<file path="config.mk">
export PLATFORM = sky130hd
export DESIGN_NAME = epc_top
export DESIGN_NICKNAME = d
export VERILOG_FILES = /design/src/shared/epc_pkg.sv /design/src/rtl/epc_queue.sv /design/src/rtl/epc_top.sv
export SDC_FILE = /design/constraint.sdc
export NUM_CORES = 2
export LEC_CHECK = 0
export BUFFER_PORTS_ARGS = -buffer_cell sky130_fd_sc_hd__buf_2
export CELL_PAD_IN_SITES_DETAIL_PLACEMENT = 1
export CELL_PAD_IN_SITES_GLOBAL_PLACEMENT = 1
export CORE_ASPECT_RATIO = 0.9
export CORE_UTILIZATION = 40
export DETAILED_ROUTE_END_ITERATION = 8
export GPL_ROUTABILITY_DRIVEN = 0
export GPL_TIMING_DRIVEN = 1
export HOLD_SLACK_MARGIN = 0.1
export MAX_ROUTING_LAYER = met4
export PLACE_DENSITY_LB_ADDON = 0.1
export SLEW_MARGIN = 0
export SYNTH_ARGS = -nofsm -noshare
export SYNTH_HDL_FRONTEND = slang
export SYNTH_SLANG_ARGS = --single-unit
</file>
<file path="constraint.sdc">
create_clock -name sys_clk -period 27.8 [get_ports sys_clk]
set_input_delay 2.78 -clock sys_clk [delete_from_list [all_inputs] [get_ports sys_clk]]
set_output_delay 2.78 -clock sys_clk [all_outputs]
set_load 0.1 [all_outputs]
</file>
<file path="src/shared/epc_pkg.sv">
package epc_pkg;

  // ----------------------------------------------------------------
  // sizes
  // ----------------------------------------------------------------
  localparam int EPC_NUM_Q    = 4;
  localparam int EPC_Q_DEPTH  = 4;
  localparam int EPC_MAC_ENT  = 4;
  localparam int EPC_IP_ENT   = 4;
  localparam int EPC_LEN_W    = 16;
  localparam int EPC_ID_W     = 8;
  localparam int EPC_LOAD_W   = 21;
  localparam int EPC_ADDR_W   = 8;

  // ----------------------------------------------------------------
  // register offsets
  // ----------------------------------------------------------------
  localparam logic [7:0] EPC_CTRL_OFS     = 8'h00;
  localparam logic [7:0] EPC_THRESH_OFS   = 8'h04;
  localparam logic [7:0] EPC_STATUS_OFS   = 8'h08;
  localparam logic [7:0] EPC_IRQ_STAT_OFS = 8'h0C;
  localparam logic [7:0] EPC_IRQ_CLR_OFS  = 8'h10;
  localparam logic [7:0] EPC_IRQ_EN_OFS   = 8'h14;
  localparam logic [7:0] EPC_MAC_BASE     = 8'h40;
  localparam logic [7:0] EPC_IP_BASE      = 8'h80;

  // ----------------------------------------------------------------
  // field positions
  // ----------------------------------------------------------------
  localparam int EPC_CTRL_FC_EN_BIT = 0;
  localparam int EPC_ENT_VLD_BIT    = 31;
  localparam int EPC_ENT_DIR_LSB    = 28;
  localparam int EPC_ENT_PRIO_LSB   = 24;
  localparam int EPC_EVT_DROP_BIT   = 0;
  localparam int EPC_EVT_FC_BIT     = 1;
  localparam int EPC_ST_DROP_BIT    = 0;
  localparam int EPC_ST_FC_BIT      = 1;
  localparam int EPC_ST_QNE_LSB     = 4;

  // ----------------------------------------------------------------
  // reset and default values
  // ----------------------------------------------------------------
  localparam logic [15:0] EPC_THRESH_RST = 16'hE000;
  localparam logic [2:0]  EPC_PRIO_DFLT  = 3'h0;

  typedef enum logic [1:0] {
    EPC_DIR_DST,
    EPC_DIR_SRC,
    EPC_DIR_EITHER
  } epc_dir_e;

endpackage

</file>
<file path="src/rtl/epc_queue.sv">
`timescale 1ns/1ps
module epc_queue
  import epc_pkg::*;
#(
  parameter int WIDTH = EPC_LEN_W + EPC_ID_W
) (
  input  wire logic             sys_clk,
  input  wire logic             rst_n,
  input  wire logic             push,
  input  wire logic [WIDTH-1:0] wdata,
  input  wire logic             pop,
  output logic      [WIDTH-1:0] head,
  output logic                  full,
  output logic                  empty
);

  // ----------------------------------------------------------------
  // storage
  // ----------------------------------------------------------------
  logic [WIDTH-1:0] mem_r [EPC_Q_DEPTH];
  logic [1:0]       wr_ptr_r;
  logic [1:0]       rd_ptr_r;
  logic [2:0]       cnt_r;
  logic             do_push;
  logic             do_pop;

  // push while full is ignored; the caller treats that as a drop
  assign do_push = push && (cnt_r != 3'(EPC_Q_DEPTH));
  assign do_pop  = pop && (cnt_r != 3'h0);
  assign full    = (cnt_r == 3'(EPC_Q_DEPTH));
  assign empty   = (cnt_r == 3'h0);
  assign head    = mem_r[rd_ptr_r];

  always_ff @(posedge sys_clk) begin
    if (do_push) begin
      mem_r[wr_ptr_r] <= wdata;
    end
  end

  always_ff @(posedge sys_clk or negedge rst_n) begin
    if (!rst_n) begin
      wr_ptr_r <= 2'h0;
      rd_ptr_r <= 2'h0;
      cnt_r    <= 3'h0;
    end else begin
      if (do_push) begin
        wr_ptr_r <= wr_ptr_r + 2'h1;
      end
      if (do_pop) begin
        rd_ptr_r <= rd_ptr_r + 2'h1;
      end
      cnt_r <= cnt_r + 3'(do_push) - 3'(do_pop);
    end
  end

endmodule // epc_queue

</file>
<file path="src/rtl/epc_top.sv">
`timescale 1ns/1ps
module epc_top
  import epc_pkg::*;
(
  input  wire logic                  sys_clk,
  input  wire logic                  rstn,
  input  wire logic [EPC_ADDR_W-1:0] reg_addr,
  input  wire logic [31:0]           reg_wdata,
  input  wire logic                  reg_we,
  input  wire logic                  reg_re,
  output logic      [31:0]           reg_rdata,
  input  wire logic                  frm_valid,
  input  wire logic [EPC_ID_W-1:0]   frm_id,
  input  wire logic [EPC_LEN_W-1:0]  frm_len,
  input  wire logic [11:0]           frm_vlan,
  input  wire logic [47:0]           frm_dmac,
  input  wire logic [47:0]           frm_smac,
  input  wire logic                  frm_is_ip,
  input  wire logic [31:0]           frm_dip,
  input  wire logic [31:0]           frm_sip,
  input  wire logic                  tx_ready,
  output logic                       tx_valid,
  output logic      [1:0]            tx_queue,
  output logic      [EPC_ID_W-1:0]   tx_id,
  output logic      [EPC_LEN_W-1:0]  tx_len,
  output logic                       fc_active,
  output logic                       drop_active,
  output logic                       irq
);

  localparam int QW = EPC_LEN_W + EPC_ID_W;

  // ----------------------------------------------------------------
  // reset release
  // ----------------------------------------------------------------
  logic rst_q1_r;
  logic rst_n;

  always_ff @(posedge sys_clk or negedge rstn) begin
    if (!rstn) begin
      rst_q1_r <= 1'b0;
      rst_n    <= 1'b0;
    end else begin
      rst_q1_r <= 1'b1;
      rst_n    <= rst_q1_r;
    end
  end

  // ----------------------------------------------------------------
  // helpers
  // ----------------------------------------------------------------
  function automatic logic dir_hit(input logic [1:0] dir, input logic dhit, input logic shit);
    case (dir)
      EPC_DIR_DST:    dir_hit = dhit;
      EPC_DIR_SRC:    dir_hit = shit;
      EPC_DIR_EITHER: dir_hit = dhit | shit;
      default:        dir_hit = 1'b0;
    endcase
  endfunction

  // ----------------------------------------------------------------
  // configuration registers
  // ----------------------------------------------------------------
  logic [31:0] mac_lo_r  [EPC_MAC_ENT];
  logic [31:0] mac_cfg_r [EPC_MAC_ENT];
  logic [11:0] mac_vlan_r[EPC_MAC_ENT];
  logic [31:0] ip_addr_r [EPC_IP_ENT];
  logic [31:0] ip_cfg_r  [EPC_IP_ENT];
  logic        fc_en_r;
  logic [15:0] thresh_r;
  logic [1:0]  irq_stat_r;
  logic [1:0]  irq_en_r;
  logic [1:0]  evt;

  always_ff @(posedge sys_clk or negedge rst_n) begin
    if (!rst_n) begin
      fc_en_r  <= 1'b0;
      thresh_r <= EPC_THRESH_RST;
      irq_en_r <= 2'h0;
      for (int i = 0; i < EPC_MAC_ENT; i++) begin
        mac_lo_r[i]   <= 32'h0;
        mac_cfg_r[i]  <= 32'h0;
        mac_vlan_r[i] <= 12'h0;
      end
      for (int i = 0; i < EPC_IP_ENT; i++) begin
        ip_addr_r[i] <= 32'h0;
        ip_cfg_r[i]  <= 32'h0;
      end
    end else if (reg_we) begin
      case (reg_addr)
        EPC_CTRL_OFS:   fc_en_r  <= reg_wdata[EPC_CTRL_FC_EN_BIT];
        EPC_THRESH_OFS: thresh_r <= reg_wdata[15:0];
        EPC_IRQ_EN_OFS: irq_en_r <= reg_wdata[1:0];
        default: ;
      endcase
      for (int i = 0; i < EPC_MAC_ENT; i++) begin
        if (reg_addr == EPC_MAC_BASE + 8'(i * 16)) begin
          mac_lo_r[i] <= reg_wdata;
        end
        if (reg_addr == EPC_MAC_BASE + 8'(i * 16 + 4)) begin
          mac_cfg_r[i] <= reg_wdata;
        end
        if (reg_addr == EPC_MAC_BASE + 8'(i * 16 + 8)) begin
          mac_vlan_r[i] <= reg_wdata[11:0];
        end
      end
      for (int i = 0; i < EPC_IP_ENT; i++) begin
        if (reg_addr == EPC_IP_BASE + 8'(i * 8)) begin
          ip_addr_r[i] <= reg_wdata;
        end
        if (reg_addr == EPC_IP_BASE + 8'(i * 8 + 4)) begin
          ip_cfg_r[i] <= reg_wdata;
        end
      end
    end
  end

  // ----------------------------------------------------------------
  // classification
  // ----------------------------------------------------------------
  logic [2:0] cls_prio;
  logic       cls_drop;

  always_comb begin
    logic dh;
    logic sh;
    dh       = 1'b0;
    sh       = 1'b0;
    cls_prio = EPC_PRIO_DFLT;
    cls_drop = 1'b0;
    // walk downward so the lowest matching entry wins
    for (int i = EPC_MAC_ENT - 1; i >= 0; i--) begin
      dh = (frm_dmac == {mac_cfg_r[i][15:0], mac_lo_r[i]});
      sh = (frm_smac == {mac_cfg_r[i][15:0], mac_lo_r[i]});
      if (mac_cfg_r[i][EPC_ENT_VLD_BIT] && (frm_vlan == mac_vlan_r[i])
          && dir_hit(mac_cfg_r[i][EPC_ENT_DIR_LSB +: 2], dh, sh)) begin
        cls_prio = mac_cfg_r[i][EPC_ENT_PRIO_LSB +: 3];
      end
    end
    for (int i = 0; i < EPC_IP_ENT; i++) begin
      dh = (frm_dip == ip_addr_r[i]);
      sh = (frm_sip == ip_addr_r[i]);
      if (frm_is_ip && ip_cfg_r[i][EPC_ENT_VLD_BIT]
          && dir_hit(ip_cfg_r[i][EPC_ENT_DIR_LSB +: 2], dh, sh)) begin
        cls_drop = 1'b1;
      end
    end
  end

  // ----------------------------------------------------------------
  // enqueue stage
  // ----------------------------------------------------------------
  logic          stg_vld_r;
  logic          stg_drop_r;
  logic [1:0]    stg_q_r;
  logic [QW-1:0] stg_data_r;
  logic [3:0]    q_full;
  logic [3:0]    q_empty;
  logic [3:0]    q_push;
  logic [3:0]    q_pop;
  logic [QW-1:0] q_head [EPC_NUM_Q];
  logic          push_ok;
  logic          push_drop;

  always_ff @(posedge sys_clk or negedge rst_n) begin
    if (!rst_n) begin
      stg_vld_r  <= 1'b0;
      stg_drop_r <= 1'b0;
      stg_q_r    <= 2'h0;
      stg_data_r <= '0;
    end else begin
      stg_vld_r  <= frm_valid;
      stg_drop_r <= cls_drop;
      stg_q_r    <= cls_prio[2:1];
      stg_data_r <= {frm_len, frm_id};
    end
  end

  // a full target queue tail-drops the frame
  assign push_drop = stg_vld_r && (stg_drop_r || q_full[stg_q_r]);
  assign push_ok   = stg_vld_r && !push_drop;

  always_comb begin
    q_push = 4'h0;
    if (push_ok) begin
      q_push[stg_q_r] = 1'b1;
    end
  end

  for (genvar g = 0; g < EPC_NUM_Q; g++) begin : g_q
    epc_queue #(
      .WIDTH (QW)
    ) u_queue (
      .sys_clk (sys_clk),
      .rst_n   (rst_n),
      .push    (q_push[g]),
      .wdata   (stg_data_r),
      .pop     (q_pop[g]),
      .head    (q_head[g]),
      .full    (q_full[g]),
      .empty   (q_empty[g])
    );
  end

  // ----------------------------------------------------------------
  // strict priority scheduler
  // ----------------------------------------------------------------
  logic       adv;
  logic       sel_vld;
  logic [1:0] sel_q;

  assign adv = !tx_valid || tx_ready;

  always_comb begin
    sel_vld = 1'b0;
    sel_q   = 2'h0;
    q_pop   = 4'h0;
    for (int i = 0; i < EPC_NUM_Q; i++) begin
      if (!q_empty[i]) begin
        sel_vld = 1'b1;
        sel_q   = 2'(i);
      end
    end
    if (adv && sel_vld) begin
      q_pop[sel_q] = 1'b1;
    end
  end

  // one frame waits in the output slot, so a higher frame arriving
  // behind it is passed over once; this is the permitted slack
  always_ff @(posedge sys_clk or negedge rst_n) begin
    if (!rst_n) begin
      tx_valid <= 1'b0;
      tx_queue <= 2'h0;
      tx_id    <= '0;
      tx_len   <= '0;
    end else if (adv) begin
      tx_valid <= sel_vld;
      if (sel_vld) begin
        tx_queue <= sel_q;
        {tx_len, tx_id} <= q_head[sel_q];
      end
    end
  end

  // ----------------------------------------------------------------
  // load and flow control
  // ----------------------------------------------------------------
  logic [EPC_LOAD_W-1:0] load_r;
  logic [EPC_LOAD_W-1:0] add_len;
  logic [EPC_LOAD_W-1:0] sub_len;
  logic                  fc_nxt;

  assign add_len = push_ok ? EPC_LOAD_W'(stg_data_r[QW-1:EPC_ID_W]) : '0;
  assign sub_len = (adv && sel_vld) ? EPC_LOAD_W'(q_head[sel_q][QW-1:EPC_ID_W]) : '0;
  assign fc_nxt  = fc_en_r && (load_r >= EPC_LOAD_W'(thresh_r));

  always_ff @(posedge sys_clk or negedge rst_n) begin
    if (!rst_n) begin
      load_r <= '0;
    end else begin
      load_r <= load_r + add_len - sub_len;
    end
  end

  always_ff @(posedge sys_clk or negedge rst_n) begin
    if (!rst_n) begin
      fc_active <= 1'b0;
    end else begin
      fc_active <= fc_nxt;
    end
  end

  // drop status stays up from a dropped frame to the next accepted one
  always_ff @(posedge sys_clk or negedge rst_n) begin
    if (!rst_n) begin
      drop_active <= 1'b0;
    end else if (push_drop) begin
      drop_active <= 1'b1;
    end else if (push_ok) begin
      drop_active <= 1'b0;
    end
  end

  // ----------------------------------------------------------------
  // interrupts
  // ----------------------------------------------------------------
  assign evt[EPC_EVT_DROP_BIT] = push_drop;
  assign evt[EPC_EVT_FC_BIT]   = fc_nxt && !fc_active;

  // set wins over a clear in the same cycle
  always_ff @(posedge sys_clk or negedge rst_n) begin
    if (!rst_n) begin
      irq_stat_r <= 2'h0;
    end else begin
      irq_stat_r <= (irq_stat_r & ~((reg_we && reg_addr == EPC_IRQ_CLR_OFS) ? reg_wdata[1:0] : 2'h0)) | evt;
    end
  end

  always_ff @(posedge sys_clk or negedge rst_n) begin
    if (!rst_n) begin
      irq <= 1'b0;
    end else begin
      irq <= |(irq_stat_r & irq_en_r);
    end
  end

  // ----------------------------------------------------------------
  // register read
  // ----------------------------------------------------------------
  logic [31:0] rd_val;

  always_comb begin
    rd_val = 32'h0;
    case (reg_addr)
      EPC_CTRL_OFS:     rd_val[EPC_CTRL_FC_EN_BIT] = fc_en_r;
      EPC_THRESH_OFS:   rd_val[15:0] = thresh_r;
      EPC_STATUS_OFS: begin
        rd_val[EPC_ST_DROP_BIT] = drop_active;
        rd_val[EPC_ST_FC_BIT]   = fc_active;
        rd_val[EPC_ST_QNE_LSB +: 4] = ~q_empty;
      end
      EPC_IRQ_STAT_OFS: rd_val[1:0] = irq_stat_r;
      EPC_IRQ_EN_OFS:   rd_val[1:0] = irq_en_r;
      default: ;
    endcase
    for (int i = 0; i < EPC_MAC_ENT; i++) begin
      if (reg_addr == EPC_MAC_BASE + 8'(i * 16)) begin
        rd_val = mac_lo_r[i];
      end
      if (reg_addr == EPC_MAC_BASE + 8'(i * 16 + 4)) begin
        rd_val = mac_cfg_r[i];
      end
      if (reg_addr == EPC_MAC_BASE + 8'(i * 16 + 8)) begin
        rd_val = {20'h0, mac_vlan_r[i]};
      end
    end
    for (int i = 0; i < EPC_IP_ENT; i++) begin
      if (reg_addr == EPC_IP_BASE + 8'(i * 8)) begin
        rd_val = ip_addr_r[i];
      end
      if (reg_addr == EPC_IP_BASE + 8'(i * 8 + 4)) begin
        rd_val = ip_cfg_r[i];
      end
    end
  end

  always_ff @(posedge sys_clk or negedge rst_n) begin
    if (!rst_n) begin
      reg_rdata <= 32'h0;
    end else if (reg_re) begin
      reg_rdata <= rd_val;
    end else begin
      reg_rdata <= 32'h0;
    end
  end

endmodule // epc_top

</file>
==> summary.md <==
| Metric | Value |
|---|---|
| Top cell type's share of synthesized area | `0.327` |
| Via count | `a little under 40000` |
| Post-cts resize count | `0` |
| Final Non-Filler Cells | `~6400` |
| Total GRT Usage | `0.334` |
| Clock transition at path regs | `60 ps` |
| Crit-path slowest cell | `buf_4` |
| # DRC | `0` |
| Warnings from Yosys | `0` |
| Netlist cell types | `85` |
| Final core utilization | `0.460` |
| Setup-failing EPs final | `0` |
| Power, Total | `4.69 mW` |
| Placed Cells | `6168` |
| Max_cap viols | `0` |
| Vias in the first global route | `~39000` |
| Most used DFF post-synth | `dfrtp_1` |
| Worst path top cell family by delay | `compound AO/OA/AOI/OAI gates` |
| Port Buf Inserts | `304` |
| Slew @ Worst Pin | `1310 ps` |
| Starting Density | `0.405` |
| Max Buffers Root-to-Sink | `3` |
| Worst path max stage delay | `490 ps` |
| Post-synthesis cell area | `around 0.055 mm²` |
| Outcome | `finished, final reports clean` |
| Postcts setup bufs | `0` |
| Fmax | `166 MHz` |
| Register bit total from synthesis | `roughly 1100` |
| Power Dens Cells | `75.1 mW/mm²` |
| Clk Latency, worst-skew pair | `770 ps` |
| EDFF count, synth | `384` |
| Routed wire per std cell | `35.4 µm` |
| Height of the die | `~350 µm` |
| Antenna-violating nets left | `0` |
| Slew HR | `0.122` |
| Clk_skew | `approximately 44 ps` |
| Arrival time worst endpoint | `roughly 6700 ps` |
| Final Critical Period | `6030 ps` |
| Hold_buf cts | `0` |
| Root Buffer | `clkbuf_16` |
| Final Hold Viols | `0` |
| Initial DRC Count | `around 3800` |
| CTS buffer count | `118` |
| Dpl hpwl | `162000 µm` |
| Core footprint | `0.136 mm²` |
| IO Pins | `305` |
| Syn Inst Count | `4205` |
| Final Cycle Share | `0.217` |
| Area delta synth->final | `13.4%` |
| Hold crit path type | `flip-flop to flip-flop` |
| Type of the worst setup path | `primary input to flip-flop` |
| CP Capture Type | `flip-flop` |
| Share of cells above drive strength 1 | `0.273` |
| Worst-path cell chain | `buf_2 > nand2b_1 > nand2b_2 > buf_4 > a211oi_1 > ha_1 > inv_1 > ha_1 > inv_1 > fa_1 > nor2b_1 > o2111ai_1 > a41o_1 > a21oi_1 > a41o_1 > o2111ai_1 > nand3_1 > o21ai_0 > xor2_1` |
| Routed WL | `226000 µm` |
| Worst IR drop on VDD | `0.0000595 V` |
| Post-Syn Nets | `approximately 4500` |
| First-pass GRT wire length | `between 300000 and 400000 µm` |
| Top post-synthesis cells by area | `dfrtp_1, edfxtp_1, mux2_2` |
| FF+latch area | `0.0296 mm²` |
| Layout Nets | `around 4800` |
| Pin count of the biggest net entering global routing | `137` |
| Setup TNS | `0 ps` |
| TritonCTS clock tree | `built` |
| Clock tree sinks | `1106` |
| Initial antenna violation count | `10` |
| FP Rows | `128` |
| Area of the multi-input gates | `0.0241 mm²` |
| Drt pass-1 iters | `9` |
| H-tree levels | `3` |
| Area leader, netlist | `dfrtp_1` |
| P_leak | `26.8 nW` |
| Average instance area after synthesis | `13.1 µm²` |
| Min Hold Slack | `364 ps` |
| Critical Path RT | `around 28000 ps` |
| Sequential fraction of the synthesis area | `0.537` |
| RSZ-0062 raised after global routing | `no` |
| Synth async-reset ratio | `0.653` |
| Type of origin of the critical path | `primary input` |
| Critical path peak fanout | `47` |
| Fill count | `approximately 14000` |
| Vias per cell | `just over 6` |
| GRT overflow | `0` |
| Buf/Inv on CP | `4` |
| Die width | `393 µm` |
| Die area | `0.139 mm²` |
| Final Max Tran Viols | `0` |
[cell usage after synthesis, types with 21 or more instances]
library cell	number
dfrtp_1	719
mux2_2	537
edfxtp_1	384
xor2_1	366
xnor2_1	338
clkbuf_1	133
nand2_1	131
inv_1	126
a21oi_1	111
nand4_1	111
nor4_1	108
a22oi_1	96
mux4_2	96
nor2_1	93
o21ai_0	71
buf_2	70
ha_1	67
mux2_1	52
o22ai_1	51
nor3_1	46
a221oi_1	45
nand3_1	45
buf_1	43
a211oi_1	38
mux2i_1	35
a22o_1	29
a21o_1	23
nor2b_1	21
[sequential cells by signal, summed over array words and instances, names as in the netlist, 12 cells and up]
| name | cells |
|---|---|
| g_q.u_queue.mem_r | 384 |
| ip_addr_r | 128 |
| ip_cfg_r | 128 |
| mac_cfg_r | 128 |
| mac_lo_r | 128 |
| mac_vlan_r | 48 |
| reg_rdata | 32 |
| stg_data_r | 24 |
| load_r | 21 |
| thresh_r | 16 |
| tx_len | 16 |
| g_q.u_queue.cnt_r | 12 |
[layout by cell type (no fill, tap or decap), drive strengths merged, types with 101 or more instances in the layout]
cell and instances:
nand4 111, mux2 589, nor4 110, xnor2 338, clkbuf 166, xor2 366, nand2 132, edfxtp 384
buf 390, inv 127, a21oi 111, dfrtp 719, nor2 101
[area by class of cell]
cell class,count,share of cell area
Antenna cell,3,0.000120
Clock buffer,166,0.0527
Clock inverter,54,0.00909
Inverter,128,0.00769
Multi-Input combinational cell,2724,0.385
Sequential cell,1106,0.474
Tap cell,1820,0.0364
Timing Repair Buffer,390,0.0349
[cells by family (layout without fill, tap and decap cells)]
kind of cell    after synthesis  after routing  synth area share
other cells                   1              4         0.0000681
flops                      1106           1106             0.537
fa+ha+maj                    87             87            0.0225
xor+xnor                    704            704             0.112
buf+inv                     375            738            0.0272
mux                         720            720             0.166
simple gates                637            637            0.0623
compound gates              575            575            0.0725
[layer usage]
layer / up-vias / routed length [µm] / GRT usage
met5: - / 0 / -
met4: 0 / 11000 / 0.136
met3: 481 / 14400 / 0.0510
met2: 1552 / 106000 / 0.517
met1: 20800 / 94700 / 0.438
li1: 16100 / - / -
[path summary, 6_finish.rpt]
check                      cells after the start                        from            to  slack (ps)
hold reg to reg                                0                    rst_q1_r         rst_n         360
hold / removal                                 0                    rst_q1_r         rst_n         360
max in group asynchronous                      3                       rst_n  ip_cfg_r[57]       24140
min in group asynchronous                      0                       rst_n     load_r[3]         380
setup / recovery                              19                    tx_ready    load_r[20]       21770
setup reg to reg                              17  g_q[0].u_queue.rd_ptr_r[0]    load_r[20]       22170
[metrics by stage]
step / instance area, µm² / worst slack, ps
floorplan: 55100 / 6190
global placement: 58600 / 21110
detailed placement: 58600 / 21010
CTS: 62500 / 21810
global route: 62500 / 21500
finish: 62500 / 21770
[power by group]
group	internal, mW	switching [mW]	total, mW	leakage [nW]
Sequential	1.82	0.136	1.95	13.2
Clock	0.892	0.690	1.58	1.88
Combinational	0.425	0.731	1.16	11.8
Power figures use the tool's default switching activity.
